==> src/hw/ecb_pkg.sv <==
// Constants and types shared by the external bus controller.
// Assumes one processor clock; no file-level state.
package ecb_pkg;

    // ----------------------------------------
    // Widths
    // ----------------------------------------
    localparam int ADDR_W = 32;
    localparam int DATA_W = 32;

    // ----------------------------------------
    // Operand and port sizes in bytes
    // ----------------------------------------
    localparam logic [1:0] SZ_LONG = 2'h0;
    localparam logic [2:0] BYTES_LONG = 3'h4;
    localparam logic [2:0] BYTES_WORD = 3'h2;
    localparam logic [2:0] BYTES_BYTE = 3'h1;
    localparam logic [2:0] BYTES_NONE = 3'h0;

    // ----------------------------------------
    // Port width acknowledge, asserted form {ack1, ack0}
    // ----------------------------------------
    localparam logic [1:0] ACK_NONE = 2'h0;
    localparam logic [1:0] ACK_P8 = 2'h1;
    localparam logic [1:0] ACK_P16 = 2'h2;
    localparam logic [1:0] ACK_P32 = 2'h3;

    // ----------------------------------------
    // Burst line and cycle timing
    // ----------------------------------------
    localparam logic [1:0] FIRST_BEAT = 2'h0;
    localparam logic [1:0] SECOND_BEAT = 2'h1;
    localparam logic [1:0] LAST_BEAT = 2'h3;
    localparam logic [3:0] ASYNC_MIN_WAIT = 4'h2;
    localparam logic [3:0] SYNC_MIN_WAIT = 4'h1;

    typedef enum logic [2:0] {
        ST_IDLE,
        ST_START,
        ST_WAIT,
        ST_BURST,
        ST_HOLD
    } ecb_state_t;

endpackage

==> src/hw/ecb_bus_ctrl.sv <==
// External bus controller: core operand requests to an asynchronous,
// synchronous and burst external bus with dynamic bus sizing.
// Assumes all bus inputs are already synchronous to CLK_I.
`timescale 1ns/100ps

// What this block does
// - Asynchronous cycle takes three clocks minimum
// - Sync end means 32 bits, two clocks
// - Burst takes a long word each sync end
// - Split operand to fit 8/16/32 ports
// - Long read tries 32 bits first
// - Each port width owns fixed lanes
// - Any alignment, minimum number of cycles
// - Instruction fetch must be word aligned
// - Early acknowledge ends cycle in three clocks
// - Fault aborts; fault with halt reruns
// - Sync end unsynchronised, two clock cycle
// - Sync cycle: fault aborts, with halt retries
// - Burst only when requested and synchronous
// - Burst holds strobes, address, size steady
// - Burst ends: full, fault, no-cache, no grant
// - Line is four long words, four beats
// - Sync end implies 32-bit port, latch data
// - Size outputs give bytes still to move
// - Cycle start each cycle, operand start on first cycle and its rerun
module ecb_bus_ctrl (
    input wire logic CLK_I,
    input wire logic RST_N_I,
    input wire logic REQ_VALID_I,
    input wire logic [ecb_pkg::ADDR_W-1:0] REQ_ADDR_I,
    input wire logic [1:0] REQ_SIZE_I,
    input wire logic REQ_WRITE_I,
    input wire logic [ecb_pkg::DATA_W-1:0] REQ_WDATA_I,
    input wire logic [2:0] REQ_FC_I,
    input wire logic REQ_FILL_I,
    input wire logic REQ_NOCACHE_I,
    input wire logic REQ_IFETCH_I,
    output logic REQ_READY_O,
    output logic DONE_O,
    output logic FAULT_O,
    output logic ALIGN_ERR_O,
    output logic [ecb_pkg::DATA_W-1:0] RDATA_O,
    output logic FILL_VALID_O,
    output logic [ecb_pkg::DATA_W-1:0] FILL_DATA_O,
    output logic [1:0] FILL_IDX_O,
    output logic [ecb_pkg::ADDR_W-1:0] ADDR_O,
    output logic [2:0] FC_O,
    output logic [1:0] TRANSFER_SIZE_O,
    output logic RW_O,
    output logic ADDRESS_STROBE_N_O,
    output logic DATA_STROBE_N_O,
    output logic CYCLE_START_EARLY_N_O,
    output logic FIRST_OPERAND_CYCLE_START_N_O,
    output logic LINE_FILL_REQUEST_N_O,
    output logic [ecb_pkg::DATA_W-1:0] DATA_O,
    output logic DATA_OE_N_O,
    input wire logic [ecb_pkg::DATA_W-1:0] DATA_I,
    input wire logic [1:0] PORT_WIDTH_ACK_N_I,
    input wire logic SYNC_CYCLE_END_N_I,
    input wire logic BUS_FAULT_N_I,
    input wire logic HALT_N_I,
    input wire logic LINE_FILL_GRANT_N_I,
    input wire logic NO_CACHE_IN_N_I
);
    import ecb_pkg::*;

    // ----------------------------------------
    // Lane functions
    // ----------------------------------------
    function automatic logic [1:0] lane_start(input logic [2:0] pb, input logic [1:0] a);
        lane_start = (pb == BYTES_LONG) ? a : ((pb == BYTES_WORD) ? {1'b0, a[0]} : 2'h0);
    endfunction

    // Pick n bytes starting at lane s (lane 0 is the top byte), right-justified
    function automatic logic [31:0] extract(input logic [31:0] d, input logic [1:0] s,
                                            input logic [2:0] n);
        logic [31:0] t;
        t = d << {s, 3'h0};
        extract = t >> {BYTES_LONG - n, 3'h0};
    endfunction

    // Copies the next operand bytes onto every lane a narrow port might use,
    // so the write data is right whatever width the slave turns out to be
    function automatic logic [31:0] wr_lanes(input logic [31:0] w, input logic [1:0] a);
        logic [31:0] t;
        t = w >> {a, 3'h0};
        wr_lanes = {w[31:24], a[0] ? w[31:24] : w[23:16],
                    a[1] ? w[31:24] : (a[0] ? w[23:16] : w[15:8]), t[7:0]};
    endfunction

    // ----------------------------------------
    // State
    // ----------------------------------------
    ecb_state_t state_q, state_d;
    logic [31:0] addr_q, addr_d, wl_q, wl_d, acc_q, acc_d;
    logic [2:0] rem_q, rem_d, fc_q;
    logic [1:0] beat_q, beat_d;
    logic wr_q, wr_d, first_q, first_d, fill_q, fill_d, saw_q;

    // ----------------------------------------
    // Decode
    // ----------------------------------------
    wire sync_end = ~SYNC_CYCLE_END_N_I;
    wire fault = ~BUS_FAULT_N_I;
    wire halt = ~HALT_N_I;
    wire grant = ~LINE_FILL_GRANT_N_I;
    wire nci = ~NO_CACHE_IN_N_I;
    wire [1:0] ack_a = ~PORT_WIDTH_ACK_N_I;
    // Sync end overrides the width code: it is always a 32-bit port
    wire [2:0] port_b = sync_end ? BYTES_LONG : (ack_a == ACK_P32) ? BYTES_LONG :
                        (ack_a == ACK_P16) ? BYTES_WORD : BYTES_BYTE;
    wire [1:0] lane0 = lane_start(port_b, addr_q[1:0]);
    wire [2:0] room = port_b - {1'b0, lane0};
    wire [2:0] take = (rem_q < room) ? rem_q : room;
    wire [2:0] rem_left = rem_q - take;
    wire [31:0] rd_bytes = extract(DATA_I, lane0, take);
    wire in_wait = state_q == ST_WAIT;
    wire in_burst = state_q == ST_BURST;
    wire retry = in_wait && fault && halt;
    wire abort = in_wait && fault && !halt;
    // Width ack counts only from the second wait clock; sync end from the first
    wire acc_ok = in_wait && !fault && (sync_end || (ack_a != ACK_NONE && saw_q));
    wire go_burst = acc_ok && sync_end && fill_q && grant;
    wire b_stop = fault || nci || !grant;
    wire b_beat = in_burst && !b_stop && sync_end;
    wire b_end = in_burst && (b_stop || (b_beat && beat_q == LAST_BEAT));
    // Ready gates the take so a request in the first clock after reset is refused
    wire take_req = state_q == ST_IDLE && REQ_VALID_I && REQ_READY_O;
    wire bad_fetch = take_req && REQ_IFETCH_I && REQ_ADDR_I[0];
    wire [2:0] req_bytes = (REQ_SIZE_I == SZ_LONG) ? BYTES_LONG : {1'b0, REQ_SIZE_I};
    wire fill_ok = REQ_FILL_I && !REQ_WRITE_I && !REQ_NOCACHE_I &&
                   req_bytes == BYTES_LONG && REQ_ADDR_I[1:0] == 2'h0;
    wire op_done = (acc_ok && !go_burst && rem_left == BYTES_NONE) || b_end;
    wire bus_act_d = state_d == ST_WAIT || state_d == ST_BURST;
    wire start_d = state_d == ST_START;
    wire drive_d = wr_d && (start_d || state_d == ST_WAIT);

    // ----------------------------------------
    // Next state
    // ----------------------------------------
    always_comb begin
        state_d = state_q;
        addr_d = addr_q;
        rem_d = rem_q;
        wl_d = wl_q;
        acc_d = acc_q;
        wr_d = wr_q;
        first_d = first_q;
        fill_d = fill_q;
        beat_d = beat_q;
        case (state_q)
            ST_IDLE: begin
                if (take_req && !bad_fetch) begin
                    state_d = ST_START;
                    addr_d = REQ_ADDR_I;
                    rem_d = req_bytes;
                    // Left-justify so the next byte to send is always the top one
                    wl_d = REQ_WDATA_I << {BYTES_LONG - req_bytes, 3'h0};
                    acc_d = 32'h0;
                    wr_d = REQ_WRITE_I;
                    first_d = 1'b1;
                    fill_d = fill_ok;
                end
            end
            ST_START: begin
                state_d = ST_WAIT;
            end
            ST_WAIT: begin
                if (retry) begin
                    state_d = ST_HOLD;
                end else if (abort) begin
                    state_d = ST_IDLE;
                    fill_d = 1'b0;
                end else if (acc_ok) begin
                    // Burst keeps address and size of the first beat on the pins
                    addr_d = go_burst ? addr_q : addr_q + 32'(take);
                    rem_d = go_burst ? rem_q : rem_left;
                    wl_d = wl_q << {take, 3'h0};
                    acc_d = (acc_q << {take, 3'h0}) | rd_bytes;
                    first_d = 1'b0;
                    if (go_burst) begin
                        state_d = ST_BURST;
                        beat_d = SECOND_BEAT;
                    end else if (rem_left == BYTES_NONE) begin
                        state_d = ST_IDLE;
                        fill_d = 1'b0;
                    end else begin
                        state_d = ST_START;
                    end
                end
            end
            ST_BURST: begin
                if (b_beat) begin
                    beat_d = beat_q + 2'h1;
                end
                if (b_end) begin
                    state_d = ST_IDLE;
                    fill_d = 1'b0;
                end
            end
            ST_HOLD: begin
                // Rerun the same cycle once halt is released
                if (!halt) begin
                    state_d = ST_START;
                end
            end
            default: begin
                state_d = ST_IDLE;
            end
        endcase
    end

    // ----------------------------------------
    // Registers
    // ----------------------------------------
    always_ff @(posedge CLK_I) begin
        if (!RST_N_I) begin
            state_q <= ST_IDLE;
            addr_q <= 32'h0;
            rem_q <= BYTES_NONE;
            wl_q <= 32'h0;
            acc_q <= 32'h0;
            wr_q <= 1'b0;
            first_q <= 1'b0;
            fill_q <= 1'b0;
            beat_q <= FIRST_BEAT;
            saw_q <= 1'b0;
            fc_q <= 3'h0;
        end else begin
            state_q <= state_d;
            addr_q <= addr_d;
            rem_q <= rem_d;
            wl_q <= wl_d;
            acc_q <= acc_d;
            wr_q <= wr_d;
            first_q <= first_d;
            fill_q <= fill_d;
            beat_q <= beat_d;
            saw_q <= in_wait;
            fc_q <= take_req ? REQ_FC_I : fc_q;
        end
    end

    // ----------------------------------------
    // Pin and core outputs, all registered
    // ----------------------------------------
    always_ff @(posedge CLK_I) begin
        if (!RST_N_I) begin
            ADDRESS_STROBE_N_O <= 1'b1;
            DATA_STROBE_N_O <= 1'b1;
            CYCLE_START_EARLY_N_O <= 1'b1;
            FIRST_OPERAND_CYCLE_START_N_O <= 1'b1;
            LINE_FILL_REQUEST_N_O <= 1'b1;
            RW_O <= 1'b1;
            DATA_OE_N_O <= 1'b1;
            DATA_O <= 32'h0;
            REQ_READY_O <= 1'b0;
            DONE_O <= 1'b0;
            FAULT_O <= 1'b0;
            ALIGN_ERR_O <= 1'b0;
            RDATA_O <= 32'h0;
            FILL_VALID_O <= 1'b0;
            FILL_DATA_O <= 32'h0;
            FILL_IDX_O <= FIRST_BEAT;
        end else begin
            ADDRESS_STROBE_N_O <= !bus_act_d;
            DATA_STROBE_N_O <= !bus_act_d;
            CYCLE_START_EARLY_N_O <= !start_d;
            FIRST_OPERAND_CYCLE_START_N_O <= !(start_d && first_d);
            LINE_FILL_REQUEST_N_O <= !(fill_d && state_d != ST_IDLE);
            RW_O <= !wr_d;
            DATA_OE_N_O <= !drive_d;
            DATA_O <= wr_lanes(wl_d, addr_d[1:0]);
            REQ_READY_O <= state_d == ST_IDLE;
            DONE_O <= op_done;
            FAULT_O <= abort;
            ALIGN_ERR_O <= bad_fetch;
            RDATA_O <= op_done ? acc_d : RDATA_O;
            FILL_VALID_O <= go_burst || b_beat;
            FILL_DATA_O <= DATA_I;
            FILL_IDX_O <= go_burst ? FIRST_BEAT : beat_q;
        end
    end

    assign ADDR_O = addr_q;
    assign FC_O = fc_q;
    assign TRANSFER_SIZE_O = rem_q[1:0];

    // ----------------------------------------
    // Assertions
    // ----------------------------------------
    logic [3:0] cyc_q;
    always_ff @(posedge CLK_I) begin
        if (!RST_N_I) begin
            cyc_q <= 4'h0;
        end else if (state_q == ST_START) begin
            cyc_q <= 4'h1;
        end else if (in_wait && cyc_q != 4'hf) begin
            cyc_q <= cyc_q + 4'h1;
        end
    end
endmodule

==> config.mk <==
export PLATFORM = sky130hd
export DESIGN_NAME = ecb_bus_ctrl
export DESIGN_NICKNAME = d
export VERILOG_FILES = /design/src/hw/ecb_pkg.sv /design/src/hw/ecb_bus_ctrl.sv
export SDC_FILE = /design/constraint.sdc
export NUM_CORES = 1
export LEC_CHECK = 0
export BUFFER_PORTS_ARGS = -buffer_cell sky130_fd_sc_hd__clkbuf_2
export CORE_AREA = 4 4 179 181
export DETAILED_ROUTE_END_ITERATION = 10
export DIE_AREA = 0 0 183 185
export GPL_TIMING_DRIVEN = 0
export HOLD_SLACK_MARGIN = 0.1
export MAX_ROUTING_LAYER = met4
export RECOVER_POWER = 25
export SYNTH_ARGS = -nofsm -noshare
export SYNTH_HDL_FRONTEND = slang
export SYNTH_SLANG_ARGS = --single-unit
==> constraint.sdc <==
create_clock -name CLK_I -period 8.03 [get_ports CLK_I]
set_input_delay 0.4015 -clock CLK_I [delete_from_list [all_inputs] [get_ports CLK_I]]
set_output_delay 0.4015 -clock CLK_I [all_outputs]
set_load 0.03 [all_outputs]
== Yosys cells after proc, flatten, opt, wreduce, memory -nomap -nowiden ==
Index checks and enable logic that the tools add are counted.
Widths: inputs -> output; s select.

* Logic and storage cells: 188
* Flip-flop bits (word level): 220

* Shift-type cells: 6
* Reductions and logical operators: 58
* Multiplexer cells: 62
* Equality and inequality tests: 20
* Add/sub/neg operators: 6
* Bitwise logic cells: 8
* $lt $le $gt $ge: 1

{| class="wikitable"
|+ Operators by type and width
! cell !! number
|-
| $mux 32 || 13
|-
| $pmux 32 s2 || 3
|-
| $shl 32x6->32 || 3
|-
| $mux 3 || 15
|-
| $add 32x3->32 || 1
|-
| $or 32x32->32 || 1
|-
| $shl 32x5->32 || 1
|-
| $shr 32x5->8 || 1
|-
| $shr 32x6->32 || 1
|-
| $logic_and 1x1->1 || 27
|-
| $mux 8 || 3
|-
| $mux 2 || 8
|-
| $eq 3x2->1 const B || 5
|-
| $mux 1 || 15
|-
| $pmux 3 s5 || 1
|-
| $reduce_and 6->1 || 2
|-
| $logic_not 1->1 || 11
|-
| $eq 3x3->1 const B || 3
|-
| $logic_not 3->1 || 3
|-
| $logic_or 1x1->1 || 8
|-
| $ne 2x1->1 const B || 4
|-
| $eq 2x2->1 const B || 3
|-
| $eq 3x1->1 const B || 2
|-
| $ne 2x2->1 const B || 3
|-
| 15 further kinds || 24
|}

== Depth between registers and ports, before layout ==
Gate-level depths: netlist of the first run.

* Depth in word-level cells: 23
* Depth in mapped cells: 23

== Least setup slack after synthesis of the first run ==
OpenSTA, ideal clock, no wires.

* Path kind: reg2reg
* Start point: reg addr_q[0] (netlist: ADDR_O[0])
* End point: reg addr_q[24] (netlist: ADDR_O[24])
* Setup time: 0.128 ns
* Data required time: 7.902 ns
* Arrival: 5.593 ns
* Setup slack: 2.310 ns
* Cell stages (with the launch flop): 22
* Path through: dfxtp_1 > a21boi_0 > clkbuf_1 > buf_2 > ha_1 > fa_1 > ha_1 > o21ba_2 > o21a_1 > nor2_4 > buf_2 > buf_1 > ha_1 > fa_1 > a21o_1 > and3_1 > clkbuf_1 > nand4_1 > or3_1 > a21o_1 > a221oi_1 > nor2_1

* Word-level cells in the longest chain between the ends: 11

{| class="wikitable"
|+ Ends and longest elaborated chain
! element !! line !! text
|-
| start: declaration || ecb_bus_ctrl.sv:95 || <nowiki>logic [31:0] addr_q, addr_d, wl_q, wl_d, acc_q, acc_d;</nowiki>
|-
| start signal: assignment || ecb_bus_ctrl.sv:231 || <nowiki>addr_q <= addr_d;</nowiki>
|-
| $mux 1 || ecb_bus_ctrl.sv:71 || <nowiki>lane_start = (pb == BYTES_LONG) ? a : ((pb == BYTES_WORD) ? {1'b0, a[0]} : 2'h0);</nowiki>
|-
| $mux 2 || ecb_bus_ctrl.sv:71 ||
|-
| $sub 3x2->3 || ecb_bus_ctrl.sv:113 || <nowiki>wire [2:0] room = port_b - {1'b0, lane0};</nowiki>
|-
| $lt 3x3->1 || ecb_bus_ctrl.sv:114 || <nowiki>wire [2:0] take = (rem_q < room) ? rem_q : room;</nowiki>
|-
| $mux 3 || ecb_bus_ctrl.sv:114 ||
|-
| $add 32x3->32 * || ecb_bus_ctrl.sv:176 || <nowiki>addr_d = go_burst ? addr_q : addr_q + 32'(take);</nowiki>
|-
| $mux 32 * || ecb_bus_ctrl.sv:176 ||
|-
| $mux 32 * || ecb_bus_ctrl.sv:174 || <nowiki>end else if (acc_ok) begin</nowiki>
|-
| $mux 32 * || ecb_bus_ctrl.sv:171 || <nowiki>end else if (abort) begin</nowiki>
|-
| $mux 32 * || ecb_bus_ctrl.sv:169 || <nowiki>if (retry) begin</nowiki>
|-
| $pmux 32 s2 * || ecb_bus_ctrl.sv:151 || <nowiki>case (state_q)</nowiki>
|}

Every way passes the cells marked *; elsewhere a longest branch is shown, timed or not. The select of a mux whose other input is x is not followed.
A chain may end at the register's enable or synchronous reset.

== Worst setup path in the final report of the first run ==
* Start point: reg addr_q[1] (netlist: ADDR_O[1])
* End point: reg RDATA_O[27] in the netlist's numbering

* Word-level cells in the longest chain between the ends: 11

{| class="wikitable"
|+ Ends and longest elaborated chain
! element !! line !! text
|-
| $mux 2 * || ecb_bus_ctrl.sv:71 ||
|-
| $sub 3x2->3 || ecb_bus_ctrl.sv:113 ||
|-
| $lt 3x3->1 || ecb_bus_ctrl.sv:114 ||
|-
| $mux 3 || ecb_bus_ctrl.sv:114 ||
|-
| $sub 3x3->3 || ecb_bus_ctrl.sv:79 || <nowiki>extract = t >> {BYTES_LONG - n, 3'h0};</nowiki>
|-
| $shr 32x6->32 || ecb_bus_ctrl.sv:79 ||
|-
| $or 32x32->32 || ecb_bus_ctrl.sv:179 || <nowiki>acc_d = (acc_q << {take, 3'h0}) | rd_bytes;</nowiki>
|-
| $mux 32 || ecb_bus_ctrl.sv:174 ||
|-
| $mux 32 || ecb_bus_ctrl.sv:171 ||
|-
| $mux 32 || ecb_bus_ctrl.sv:169 ||
|-
| $pmux 32 s2 || ecb_bus_ctrl.sv:151 ||
|-
| end signal: assignment || ecb_bus_ctrl.sv:278 || <nowiki>RDATA_O <= op_done ? acc_d : RDATA_O;</nowiki>
|-
| end: declaration || ecb_bus_ctrl.sv:42 || <nowiki>output logic [ecb_pkg::DATA_W-1:0] RDATA_O,</nowiki>
|}

Every way passes the cells marked *; elsewhere a longest branch is shown, timed or not.

==> results of run 1 <==
[area by class of cell]
| cell class | count | area share [%] |
|---|---|---|
| well taps | 396 | 3.54 |
| clock inverters | 4 | 0.527 |
| flip-flops and latches | 212 | 30.3 |
| clock buffers | 35 | 4.87 |
| repair buffers | 267 | 9.16 |
| inverters | 46 | 1.27 |
| plain buffers | 103 | 3.54 |
| diodes | 1 | 0.0179 |
| multi-input cells | 967 | 46.8 |
[cell families after synthesis]
logic type,count (synthesis)
compound gates,385
fa+ha+maj,16
buf+inv,149
xor+xnor,17
flops,212
simple gates,452
mux,97
[synth_stat cells, drive strengths merged, types with 11 or more instances]
library cell	count	share of area [%]
clkbuf	63	2.1
o21ba	15	1.3
a21oi	60	2.6
a22oi	24	1.6
nor3	48	2.2
nor2	107	3.6
o21ai	96	4.3
mux2i	80	7.1
ha	14	1.5
o22ai	25	1.4
nand3	40	1.7
mux4	12	2.4
nand2	97	3.2
o31ai	11	0.72
a221o	14	1.2
dfxtp	212	37
a222oi	16	1.4
buf	40	2.3
nand4	13	0.71
inv	46	1.5
and3	15	0.82
and2	77	4.2
[registers in the layout, indices dropped and copies added (netlist names), 2 cells and up]
name,flops
rem_q,3
wl_q,32
FILL_IDX_O,2
FILL_DATA_O,32
beat_q,2
state_q,3
FC_O,3
ADDR_O,32
acc_q,32
DATA_O,24
RDATA_O,32
[critical path: stages, from the launching register on]
cell and delay [ns]:
dfxtp_1 0.48, clkbuf_1 0.50, nand2_2 0.26, inv_2 0.21
buf_1 0.50, fa_1 0.58, ha_1 0.36, o21ba_2 0.24
o21a_1 0.23, nor2_4 0.45, buf_2 0.34, buf_1 0.64
ha_1 0.27, inv_1 0.04, ha_1 0.16, o21bai_1 0.16
xnor2_1 0.20, o22ai_1 0.73, clkbuf_1 0.48, nand2_1 0.35
o31ai_1 0.31
[through the flow]
stage	power [mW]	cell area, um2	hold WS [ns]	worst slack [ns]	cells
after floorplan	1.53	11500	0.426	2.31	1328
after global placement	1.74	13300	0.437	0.422	1983
after detailed placement	1.74	13300	0.442	0.449	1983
after CTS	2.83	14100	0.101	0.536	2030
after global routing	2.93	14000	0.115	0.165	2031
final	2.83	14000	0.109	0.413	2031
[power groups by stage]
stage	Sequential [mW]	Combinational, mW	Clock [mW]
floorplan	1.20	0.333	0
CTS	1.12	0.606	1.11
global placement	1.14	0.600	0
finish	1.12	0.611	1.10
global route	1.12	0.652	1.16
detailed placement	1.14	0.601	0
[metal layers]
metal  share of wire [%]  GRT usage, %  vias up
li1                    -             -     5500
met1                  42          34.9     5718
met2                  45          41.2      633
met3                  10          5.89       93
met4                 2.7          7.96        0
met5                   0             -        -
[worst max-delay path by stage]
stage	from	slack, ns	to	cells after the start
floorplan	ADDR_O[0]	2.31	ADDR_O[24]	21
global placement	PORT_WIDTH_ACK_N_I[1]	0.42	RDATA_O[27]	21
detailed placement	SYNC_CYCLE_END_N_I	0.45	RDATA_O[27]	22
CTS	ADDR_O[1]	0.54	RDATA_O[27]	20
global route	ADDR_O[1]	0.16	RDATA_O[27]	20
finish	ADDR_O[1]	0.41	RDATA_O[27]	20
==> results.py, run 1 <==
metrics = {
    "logic_synthesis": {
        "ys_seq_area_share_pct": 37.0,
        "synth_xor_xnor_area_share_pct": 1.30,
        "synth_top_family_by_area": "compound AO/OA/AOI/OAI gates",
        "synth_edf_count": 0,
        "synth.distinct_cells": 85,
        "synthArstFlopShare_pct": 0,
        "syn_area_um2": 11500,
        "synth_flop_cell": "dfxtp_1",
        "ys_warn_count": 0,
        "synthMuxAreaShare_pct": 9.97,
        "syn_avg_cell_area_um2": 8.64,
        "synth_nets": 1459,
        "synth-simple-area-share_pct": 20.1,
        "yosys.area_share.adder_pct": 1.88,
        "synthCells": 1328,
        "synth_compound_area_share_pct": 23.9,
        "yosys_register_bits": 212,
    },
    "layout": {
        "multi_input_area_um2": 6560,
        "final_common_cell": "dfxtp_1",
        "finalNetCount": 1753,
        "seq_area_um2": 4240,
        "drive_gt1_share_pct": 18.2,
        "final_cell_mix": "dfxtp_1, clkbuf_2, clkbuf_1, nor2_1, nand2_1",
        "area_growth_pct": 22.1,
        "final_core_util_pct": 46.1,
        "fillers": 3151,
    },
    "timing": {
        "rsz0062_at_grt": "false",
        "fmax_mhz": 131,
        "slew_violations": 0,
        "relSlewSlack_pct": 15.2,
        "setup_viol": 0,
        "period_share_pct": 94.9,
        "worst_pin_slew_ns": 1.26,
        "setup-tns-final_ns": 0,
        "period_minus_slack_ns": 7.62,
        "clock_skew_ns": 0.0174,
        "hold_viol_final": 0,
    },
    "global_routing": {
        "gr-total-overflow": 0,
        "grt_max_degree": 12,
        "grt_pass1_vias": 11702,
        "antenna_found_initial": 1,
        "grtUsageTotal_pct": 26.6,
        "grt_pass1_wl_mm": 68.3,
    },
    "routing": {
        "drc": 0,
        "routedWlPerCell_um": 22.6,
        "routed_wl_mm": 45.9,
        "final_antenna_net_count": 0,
        "dr.pass1.iters": 6,
        "via_count": 11944,
        "routed_via_density": 5.88,
        "drt_iter0_drc": 1118,
    },
    "clocking": {
        "clock_path_buffers": 3,
        "cts_sinks": 212,
        "post_cts_resized": 0,
        "cts_setup_buffers": 0,
        "clkLatencyLatePin_ns": 0.54,
        "htree_levels": 1,
        "cts_buffers": 25,
        "clk_pin_slew_ns": 0.06,
        "cts_tree": "yes",
        "cts_hold_buffers": 8,
        "clock-root-buffer": "clkbuf_16",
    },
    "critical_path": {
        "cp.required_ns": 8.47,
        "path_max_fanout": 11,
        "worstSetupPathType": "reg -> reg",
        "reg2reg_to": "RDATA_O[27]",
        "rr_worst_depth": 20,
        "worstReg2RegStart": "ADDR_O[1]",
        "rrSetupSlack_ns": 0.41,
        "critPathCaptureType": "flip-flop",
        "start_kind": "flip-flop",
        "worstPathArrival_ns": 8.05,
    },
    "place": {
        "dp_hpwl_mm": 34.7,
        "gp_congestion": 0.952,
        "port_buffers": 259,
    },
    "power": {
        "leakagePower_nw": 5.56,
        "ir_drop_v": 0.000157,
        "pwr-share-clk_pct": 38.8,
        "cellPowerDensity_nw_per_um2": 202,
        "swShare_pct": 31.5,
        "pwr-share-comb_pct": 21.6,
        "switching_power_uw": 891,
        "seqPwrFrac_pct": 39.6,
        "intPower_mw": 1.94,
    },
    "job": {
        "cap_violations": 0,
    },
    "floorplan": {
        "die_w_um": 183,
        "core-area_um2": 30400,
        "io-pin-count": 262,
        "rows": 64,
        "dieArea_um2": 33900,
        "start_util_pct": 37.7,
        "die_h_um": 185,
    },
    "hold_path": {
        "min_to": "FC_O[0]",
        "min_path_type": "in -> reg",
        "hold_start": "REQ_FC_I[0]",
        "whs_path_depth": 3,
    },
    "outcome": {
        "status": "finished clean",
    },
}
(Power assumes the default switching activity.)
==> run 2: changes to the inputs <==
- RECOVER_POWER: 25 -> unset
==> results.py, run 2 (same netlist as run 1, synthesis figures left out) <==
metrics = {
    "outcome": {
        "status": "finished clean",
    },
    "timing": {
        "period_share_pct": 95.4,
        "clock_skew_ns": 0.0169,
        "fmax_mhz": 131,
        "hold_viol_final": 0,
        "setup-tns-final_ns": 0,
        "worst_pin_slew_ns": 1.30,
        "rsz0062_at_grt": "false",
        "setup_viol": 0,
        "slew_violations": 0,
        "period_minus_slack_ns": 7.66,
        "relSlewSlack_pct": 13.0,
        "hold-worst-slack_ns": 0.111,
    },
    "clocking": {
        "cts_setup_buffers": 0,
        "cts_buffers": 25,
        "htree_levels": 1,
        "clock-root-buffer": "clkbuf_16",
        "clkLatencyLatePin_ns": 0.53,
        "cts_tree": "yes",
        "clk_pin_slew_ns": 0.06,
        "cts_sinks": 212,
        "clock_path_buffers": 3,
    },
    "place": {
        "dp_hpwl_mm": 34.7,
        "dpl.cell_count": 1983,
        "place_area_um2": 13300,
        "gp_congestion": 0.952,
        "port_buffers": 259,
    },
    "hold_path": {
        "min_to": "FC_O[0]",
        "hold_start": "REQ_FC_I[0]",
        "min_path_type": "in -> reg",
        "whs_path_depth": 3,
    },
    "global_routing": {
        "grt_pass1_wl_mm": 68.3,
        "grt_pass1_vias": 11702,
        "antenna_found_initial": 1,
        "gr-total-overflow": 0,
        "grt_max_degree": 12,
        "grtUsageTotal_pct": 26.6,
    },
    "routing": {
        "routedWlPerCell_um": 22.6,
        "routed_wl_mm": 45.9,
        "dr.pass1.iters": 6,
        "drt_iter0_drc": 1109,
        "via_count": 11894,
        "drc": 0,
        "final_antenna_net_count": 0,
        "routed_via_density": 5.86,
    },
    "critical_path": {
        "worstReg2RegStart": "ADDR_O[1]",
        "reg2reg_to": "RDATA_O[27]",
        "path_max_fanout": 11,
        "rrSetupSlack_ns": 0.37,
        "rr_worst_depth": 20,
        "worstSetupPathType": "reg -> reg",
        "cp.required_ns": 8.46,
        "start_kind": "flip-flop",
        "worstPathArrival_ns": 8.09,
        "critPathCaptureType": "flip-flop",
    },
    "power": {
        "ir_drop_v": 0.000156,
        "cellPowerDensity_nw_per_um2": 201,
        "total_power_mw": 2.83,
        "leakagePower_nw": 5.80,
    },
    "floorplan": {
        "rows": 64,
        "die_h_um": 185,
        "die_w_um": 183,
        "start_util_pct": 37.7,
        "io-pin-count": 262,
        "dieArea_um2": 33900,
        "core-area_um2": 30400,
    },
    "layout": {
        "fillers": 3130,
        "final_common_cell": "clkbuf_2",
        "area_growth_pct": 22.9,
        "fin_area_um2": 14100,
        "drive_gt1_share_pct": 22.7,
        "final_cell_mix": "clkbuf_2, dfxtp_1, nor2_1, nand2_1, o21ai_0",
        "final_cells": 2031,
        "finalNetCount": 1753,
    },
    "job": {
        "cap_violations": 0,
    },
}
==> run 2: cell counts in the layout (fill, tap and decap cells not counted) <==
No cell type changed its count.
==> run 2: timing repair <==
item | 4_1_cts | 5_1_grt
hold endpoints to repair | 8 | 0
hold buffers | 8 | 0
resized for setup | 0 | 0
==> run 2: per-stage QoR <==
stage          util, %  worst slack (ns)
2_1_floorplan        -              2.31
3_3_place_gp      43.6             0.422
3_5_place_dp      43.6             0.449
4_1_cts           46.4             0.536
5_1_grt           46.4             0.165
6_report          46.4             0.373
==> run 2: worst max path at each step <==
| stage | to | cells after the start | slack, ns | from |
|---|---|---|---|---|
| 2_1_floorplan | ADDR_O[24] | 21 | 2.31 | ADDR_O[0] |
| 3_3_place_gp | RDATA_O[27] | 21 | 0.42 | PORT_WIDTH_ACK_N_I[1] |
| 3_5_place_dp | RDATA_O[27] | 22 | 0.45 | SYNC_CYCLE_END_N_I |
| 4_1_cts | RDATA_O[27] | 20 | 0.54 | ADDR_O[1] |
| 5_1_grt | RDATA_O[27] | 20 | 0.16 | ADDR_O[1] |
| 6_report | RDATA_O[27] | 20 | 0.37 | ADDR_O[1] |
==> run 2: power by group <==
group | internal (mW) | leakage [nW] | switching, mW
clock network | 0.649 | 0.369 | 0.446
logic | 0.200 | 3.71 | 0.416
registers | 1.09 | 1.72 | 0.0272
total | 1.94 | 5.80 | 0.889
==> run 2: area by class of cell <==
cell class                      instances  area, um2  area share, %
Antenna cell                            1       2.50         0.0177
Buffer                                103        495           3.51
Clock buffer                           35        683           4.84
Clock inverter                          4       73.8          0.523
Inverter                               46        178           1.26
Multi-Input combinational cell        967       6560           46.5
Sequential cell                       212       4240           30.1
Tap cell                              396        495           3.51
Timing Repair Buffer                  267       1380           9.76
==> run 2: routing by layer <==
layer | track usage, % | part of all wire [%] | vias to the layer above
li1 | - | - | 5512
met1 | 34.9 | 42 | 5648
met2 | 41.2 | 45 | 635
met3 | 5.89 | 10 | 99
met4 | 7.96 | 2.9 | 0
met5 | - | 0 | -
==> run 2: worst max-delay path, stage by stage, from the launching register on <==
cell      delay, ns
dfxtp_1        0.48
clkbuf_1       0.50
nand2_2        0.25
inv_2          0.22
buf_1          0.50
fa_1           0.58
ha_1           0.36
o21ba_2        0.24
o21a_1         0.23
nor2_4         0.46
buf_2          0.35
buf_1          0.65
ha_1           0.27
inv_1          0.04
ha_1           0.16
o21bai_1       0.16
xnor2_1        0.20
o22ai_1        0.72
clkbuf_1       0.48
nand2_1        0.36
o31ai_1        0.32
